File: src/ssl_map.svh
`ifndef SSL_MAP_SVH
`define SSL_MAP_SVH
// word shape
`define SSL_WORD_BITS     24
`define SSL_SEL_LSB       0
`define SSL_SEL_BITS      2
// latch select codes held in the two low bits
`define SSL_SEL_REF       2'h0
`define SSL_SEL_AB        2'h1
`define SSL_SEL_FUNC      2'h2
`define SSL_SEL_INIT      2'h3
// reset value of every latch
`define SSL_LATCH_RST     24'h000000
// function latch monitor select field and the lock-detect code
`define SSL_MUX_LSB       4
`define SSL_MUX_BITS      3
`define SSL_MUX_LOCK      3'h1
`define SSL_MUX_HIGH      3'h3
`define SSL_MUX_LOW       3'h7
`endif

File: src/ssl_pkg.sv
`include "ssl_map.svh"
package ssl_pkg;
   typedef logic [`SSL_WORD_BITS-1:0] ssl_word_t;
   typedef logic [`SSL_SEL_BITS-1:0]  ssl_sel_t;
   // the four latches held behind the serial port
   typedef struct packed {
      ssl_word_t ref_latch;
      ssl_word_t ab_latch;
      ssl_word_t func_latch;
      ssl_word_t init_latch;
   } ssl_latches_t;
   // one committed word with its strobe
   typedef struct packed {
      logic      valid;
      ssl_word_t word;
   } ssl_commit_t;
   // power-up write tracking
   typedef enum logic [2:0] {
      SSL_ST_WAIT   = 3'b001,
      SSL_ST_ACTIVE = 3'b010,
      SSL_ST_DOWN   = 3'b100
   } ssl_state_t;
endpackage : ssl_pkg

File: src/ssl_sync.sv
// two-flop synchroniser for a group of pin inputs
module ssl_sync #(
   parameter int W = 1
) (
   // clock and reset
   input  wire logic         sys_clk,
   input  wire logic         srst,
   // pins in, synchronised levels out
   input  wire logic [W-1:0] pin_in,
   output logic      [W-1:0] pin_sync
);
   logic [W-1:0] meta_q;
   logic [W-1:0] meta_d;
   logic [W-1:0] sync_q;
   logic [W-1:0] sync_d;

   // the first stage is read only by the second
   always_comb begin
      meta_d = pin_in;
      sync_d = meta_q;
   end

   // no reset on purpose: the stages keep tracking the pins through reset,
   // so the levels are already filled at release and no false edge follows
   always_ff @(posedge sys_clk) begin
      meta_q <= meta_d;
      sync_q <= sync_d;
   end

   assign pin_sync = sync_q;
endmodule : ssl_sync

File: src/ssl_load_port.sv
`include "ssl_map.svh"
// What this block does
// write-only port: no serial readback output exists
// serial data shifted in on every rising serial clock edge while strobe is low
// rising strobe copies the 24-bit shift register into addressed latch
// low two bits pick latch: 00 reference, 01 AB, 10 function
// host keeps serial clock at or below 20 MHz
// host lowers strobe before shifting a word
// host may send a word as three bytes under one strobe-low
// host raises strobe only after the third byte
// host uses clock phase zero, data stable at rising edge
// output stays inactive until reference, N and init latches written
// chip power enable input controls power-down, driven by host
// power enable low forces power-down at once, no clock needed
// monitor output can show lock detect when so programmed
// words arrive MSB first, select bits clocked in last
module ssl_load_port
   import ssl_pkg::*;
(
   // clock and reset
   input  wire logic   sys_clk,
   input  wire logic   srst,
   // serial pins from the host
   input  wire logic   serial_clk,
   input  wire logic   serial_data_in,
   input  wire logic   latch_load_strobe,
   // power control pin
   input  wire logic   chip_enable,
   // status from the synthesizer core
   input  wire logic   lock_detect,
   // monitor pin and core controls
   output logic        muxed_monitor_out,
   output logic        output_active,
   output logic        powered_down,
   output ssl_latches_t latches,
   output ssl_commit_t  commit
);
   // sync all pins for the logic; raw chip_enable also drives outputs (R5 keeps serial clock well under sys_clk/4)
   logic [3:0] pins_s;
   ssl_sync #(.W(4)) u_sync (
      .sys_clk  (sys_clk),
      .srst     (srst),
      .pin_in   ({chip_enable, serial_clk, serial_data_in,
                  latch_load_strobe}),
      .pin_sync (pins_s)
   );

   logic sclk_s;
   logic sdat_s;
   logic le_s;
   logic ce_s;
   assign ce_s   = pins_s[3];
   assign sclk_s = pins_s[2];
   assign sdat_s = pins_s[1];
   assign le_s   = pins_s[0];

   // edge detect state
   logic sclk_prev_q, sclk_prev_d;
   logic le_prev_q, le_prev_d;
   logic sclk_rise;
   logic le_rise;
   assign sclk_rise = sclk_s & ~sclk_prev_q;
   assign le_rise   = le_s & ~le_prev_q;

   // shift register and latches
   ssl_word_t    shift_q, shift_d;
   ssl_latches_t lat_q, lat_d;
   ssl_commit_t  commit_q, commit_d;
   logic         ref_seen_q, ref_seen_d;
   logic         ab_seen_q, ab_seen_d;
   logic         init_seen_q, init_seen_d;
   ssl_state_t   st_q, st_d;
   logic         mon_q, mon_d;

   // select code of a word
   function automatic ssl_sel_t word_sel(input ssl_word_t w);
      word_sel = w[`SSL_SEL_LSB +: `SSL_SEL_BITS];
   endfunction : word_sel

   // shifting and latching; sampling only while strobe low protects
   // a committed word from clocks seen after the strobe rises
   always_comb begin
      sclk_prev_d = sclk_s;
      le_prev_d   = le_s;
      shift_d     = shift_q;
      lat_d       = lat_q;
      commit_d    = '0;
      ref_seen_d  = ref_seen_q;
      ab_seen_d   = ab_seen_q;
      init_seen_d = init_seen_q;
      if (sclk_rise && !le_s) begin
         // msb first: new bit enters at the bottom
         shift_d = {shift_q[`SSL_WORD_BITS-2:0], sdat_s};
      end
      if (le_rise) begin
         commit_d.valid = 1'b1;
         commit_d.word  = shift_q;
         unique case (word_sel(shift_q))
            `SSL_SEL_REF: begin
               lat_d.ref_latch = shift_q;
               ref_seen_d      = 1'b1;
            end
            `SSL_SEL_AB: begin
               lat_d.ab_latch = shift_q;
               ab_seen_d      = 1'b1;
            end
            `SSL_SEL_FUNC: begin
               lat_d.func_latch = shift_q;
            end
            `SSL_SEL_INIT: begin
               // init word also loads the function settings
               lat_d.init_latch = shift_q;
               lat_d.func_latch = shift_q;
               init_seen_d      = 1'b1;
            end
         endcase
      end
   end

   always_ff @(posedge sys_clk) begin
      if (srst) begin
         sclk_prev_q <= 1'b0;
         le_prev_q   <= 1'b1; // strobe idles high: no false rise
         shift_q     <= `SSL_LATCH_RST;
         lat_q       <= {4{`SSL_LATCH_RST}};
         commit_q    <= '0;
         ref_seen_q  <= 1'b0;
         ab_seen_q   <= 1'b0;
         init_seen_q <= 1'b0;
      end else begin
         sclk_prev_q <= sclk_prev_d;
         le_prev_q   <= le_prev_d;
         shift_q     <= shift_d;
         lat_q       <= lat_d;
         commit_q    <= commit_d;
         ref_seen_q  <= ref_seen_d;
         ab_seen_q   <= ab_seen_d;
         init_seen_q <= init_seen_d;
      end
   end

   // activity state: waits for the three power-up writes
   always_comb begin
      st_d = st_q;
      unique case (st_q)
         SSL_ST_WAIT: begin
            if (ref_seen_q && ab_seen_q && init_seen_q) begin
               st_d = SSL_ST_ACTIVE;
            end
         end
         SSL_ST_ACTIVE: begin
            if (!ce_s) begin
               st_d = SSL_ST_DOWN;
            end
         end
         SSL_ST_DOWN: begin
            // latches keep their contents across power-down
            if (ce_s) begin
               st_d = SSL_ST_ACTIVE;
            end
         end
         default: st_d = SSL_ST_WAIT;
      endcase
   end

   always_ff @(posedge sys_clk) begin
      if (srst) begin
         st_q <= SSL_ST_WAIT;
      end else begin
         st_q <= st_d;
      end
   end

   // monitor selection from the function latch
   always_comb begin
      unique case (lat_q.func_latch[`SSL_MUX_LSB +: `SSL_MUX_BITS])
         `SSL_MUX_LOCK: mon_d = lock_detect;
         `SSL_MUX_HIGH: mon_d = 1'b1;
         default:       mon_d = 1'b0;
      endcase
   end

   always_ff @(posedge sys_clk) begin
      if (srst) begin
         mon_q <= 1'b0;
      end else begin
         mon_q <= mon_d;
      end
   end

   // chip_enable gates powered_down and output_active combinationally so power-down is
   // immediate; trade-off: an unsynchronised pin reaches outputs
   assign powered_down      = ~chip_enable;
   assign output_active     = chip_enable & (st_q == SSL_ST_ACTIVE);
   assign muxed_monitor_out = mon_q;
   assign latches           = lat_q;
   assign commit            = commit_q;
   // no serial output pin exists: readback is impossible
endmodule : ssl_load_port

File: config.mk
export PLATFORM = sky130hd
export DESIGN_NAME = ssl_load_port
export DESIGN_NICKNAME = d
export VERILOG_FILES = /design/src/ssl_pkg.sv /design/src/ssl_sync.sv /design/src/ssl_load_port.sv
export VERILOG_INCLUDE_DIRS = /design/src
export SDC_FILE = /design/constraint.sdc
export NUM_CORES = 1
export LEC_CHECK = 0
export BUFFER_PORTS_ARGS = -buffer_cell sky130_fd_sc_hd__buf_2
export CORE_MARGIN = 5
export CORE_UTILIZATION = 40
export CTS_CLUSTER_SIZE = 10
export DETAILED_ROUTE_END_ITERATION = 12
export GPL_ROUTABILITY_DRIVEN = 0
export MAX_ROUTING_LAYER = met4
export PLACE_DENSITY = 0.72
export REMOVE_ABC_BUFFERS = 1
export SYNTH_ARGS = -nofsm -noshare
export SYNTH_HDL_FRONTEND = slang
export SYNTH_SLANG_ARGS = --single-unit
export TNS_END_PERCENT = 10
File: constraint.sdc
create_clock -name sys_clk -period 1.9 [get_ports sys_clk]
set_input_delay 0 -clock sys_clk [delete_from_list [all_inputs] [get_ports sys_clk]]
set_output_delay 0 -clock sys_clk [all_outputs]
set_load 0.01 [all_outputs]
==> qor.txt <==
======================================================================================
Run status                                                                finished clean
Mean post-synth cell area                                                     8.72 um2
Final setup fails                                                                    0
Required @ worst endpoint                                                      2.25 ns
Achievable frequency                                                         0.618 GHz
Share of synthesized registers carrying an async set or reset                        0
Portion of the post-synthesis area used by sequential elements                   0.608
Post-Syn Instances                                                                 611
CTS sink cnt                                                                       162
Sum of negative setup slack                                                       0 ns
Most frequent standard cell in the layout excluding fill and tap cells         nand2_1
Vias in the first global route                                                   4,212
Reg area                                                                      3240 um2
CTS H-Tree Depth                                                                     4
Max cap viols                                                                        0
DRC errors left                                                                      0
Inserted Clock Buffers                                                              17
Leakage component of the power                                                 2.84 nW
Min cycle time layout                                                          1.62 ns
Unique masters post-synth                                                           32
Worst slew margin relative to its limit                                          0.660
Category of the worst setup path launch point                                 register
First-pass GRT wire length                                                     22.1 mm
Area Overhead vs Synth                                                           28.9%
Nets                                                                               751
Port buffer count                                                                  130
Antenna violations before repair                                                     0
Placed wire-length estimate                                                    9.00 mm
CTS resizes                                                                          0
Gr usage total                                                                   0.181
Remaining global-route overflow                                                      0
Power density normalized to cell area                                      1050 nW/um2
Later-pin clock latency in the skew report                                     0.42 ns
Clock tree from TritonCTS                                                        built
Slowest stage delay, CP                                                        0.57 ns
Count of yosys warnings during synthesis                                             0
Number of buffers inserted for hold repair after clock tree synthesis                6
Final-layout fill cell count                                                     1,229
Peak supply drop                                                                569 uV
Boundary Pins                                                                      131
Final core area utilization                                                      0.523
Maximum fanout along the worst path                                                 12
Type of the worst setup path                                                reg -> reg
Initial core utilization                                                         0.406
Num rows                                                                            42
Post-route clock period utilization                                              0.852
Number of detailed-route iterations in the first pass                                4
Core area                                                                   13,100 um2
Maximum clock insertion buffer count                                                 2
Post-synthesis register bit count                                                  162
Die area                                                                    15,700 um2
Transition time of the tightest slew-check pin                                0.510 ns
Category of the worst setup path capture point                                register
Minimum setup slack among reg-to-reg paths                                     0.28 ns
Worst Hold Class                                                             in -> reg
Area of the multi-input gates                                                 1870 um2
DR WL/cell                                                                     14.6 um
Library cell contributing the largest single delay on the critical path        dfxtp_1
Share of final-layout standard cells stronger than drive strength 1              0.250
Maximum number of pins on one net before global-route repair                        49
RSZ-0062 raised after global routing                                             false
Initial DRC Count                                                                  270
Highest-count cells in the layout ignoring fill and taps                  nand2_1, dfxtp_1, buf_2, a21oi_1, and2_1
Total wire length                                                              13.7 mm
Vias per cell                                                                     4.73
Synthesized area                                                              5330 um2
Count of final max-slew check failures                                               0
Ant diodes                                                                           0
Arrival time reported for the critical path endpoint                           1.96 ns
Cell-by-cell listing of the critical path                                 and3b_1 -> buf_4 -> nand2_1 -> a21oi_1
Post-CTS Setup Repair Bufs                                                           0
Antenna viol nets, final                                                             0
Post-route clock skew                                                       0.00716 ns
Flip-flop cell with the highest count after synthesis                          dfxtp_1
Vertical extent of the die                                                      125 um
Number of enable flip-flop cells after synthesis                                     0
Width of the die                                                                125 um
Cell chosen for the clock root                                               clkbuf_16
Total number of vias                                                             4,410
Number of hold violations in the final report                                        0
Clock slew at reported path FFs                                                0.06 ns
======================================================================================
-- power by group --
part	switching (W)	total, W	internal [W]
clock network	0.00134	0.00365	0.00231
logic	0.0000930	0.000136	0.0000427
registers	0.0000165	0.00343	0.00341
total	0.00145	0.00722	0.00577
-- cell usage after synthesis, types with 2 or more instances --
master    instances  area (um2)
buf_4             4        30.0
clkbuf_1         13        48.8
and2_1           23         144
nor2_1           19        71.3
buf_6             5        56.3
dfxtp_1         162        3240
nor3b_1           3        22.5
buf_2            18        90.1
nor3b_2           2        25.0
nand2_1         226         848
buf_1             3        11.3
a21oi_1         113         566
-- final timing paths --
kind / depth (start not counted) / to / start
max: 4 / latches[44] / u_sync.pin_sync[0]
min: 2 / u_sync.meta_q[2] / serial_clk
max reg2reg: 4 / latches[44] / u_sync.pin_sync[0]
min reg2reg: 0 / u_sync.pin_sync[3] / u_sync.meta_q[3]
-- sequential cells by signal, indices dropped and copies added (netlist names) --
register	count
u_sync.pin_sync	4
sclk_prev_q	1
muxed_monitor_out	1
latches	96
ab_seen_q	1
commit	25
init_seen_q	1
ref_seen_q	1
u_sync.meta_q	4
st_q	3
le_prev_q	1
shift_q	24
-- routing by layer --
layer | up-vias | GRT usage | part of all wire
li1 | 2225 | - | -
met1 | 2051 | 0.224 | 0.45
met2 | 123 | 0.288 | 0.48
met3 | 11 | 0.0503 | 0.055
met4 | 0 | 0.0574 | 0.0096
met5 | - | - | 0
-- cell families (layout without fill, tap and decap cells) --
| kind of cell | Yosys count | after routing | share of synthesized area |
|---|---|---|---|
| XOR/XNOR | 1 | 1 | 0.00164 |
| AO/OA/AOI/OAI | 115 | 115 | 0.109 |
| buffers and inverters | 44 | 190 | 0.0451 |
| flip-flops | 162 | 162 | 0.608 |
| AND/OR/NAND/NOR | 289 | 289 | 0.236 |
-- worst max-delay path, delay by kind of cell (launching register included) --
kind	cells	cell delay, ns
AOI/OAI and AO/OA	1	0.14
DFF	1	0.57
buffers and inverters	1	0.26
and+or+nand+nor	2	0.57
-- area by class of cell --
class                      instances  share of cell area
sequential                       162               0.472
multi-input combinational        405               0.273
timing repair buffer             157               0.129
clock buffer                      21              0.0685
tap                              176              0.0320
clock inverter                    11              0.0257
inverter                           1            0.000546
-- through the flow --
| stage | cell area (um2) | std cells | total power [W] | setup WS [ns] | hold slack, ns |
|---|---|---|---|---|---|
| 2_1_floorplan | 5090 | 568 | 0.00353 | -0.779 | 0.0277 |
| 3_3_place_gp | 6160 | 895 | 0.00363 | 0.348 | 0.106 |
| 3_5_place_dp | 6160 | 895 | 0.00363 | 0.298 | 0.108 |
| 4_1_cts | 6870 | 933 | 0.00728 | 0.276 | 0.192 |
| 5_1_grt | 6870 | 933 | 0.00746 | 0.154 | 0.197 |
| 6_report | 6870 | 933 | 0.00722 | 0.281 | 0.208 |
(Power assumes the default switching activity.)
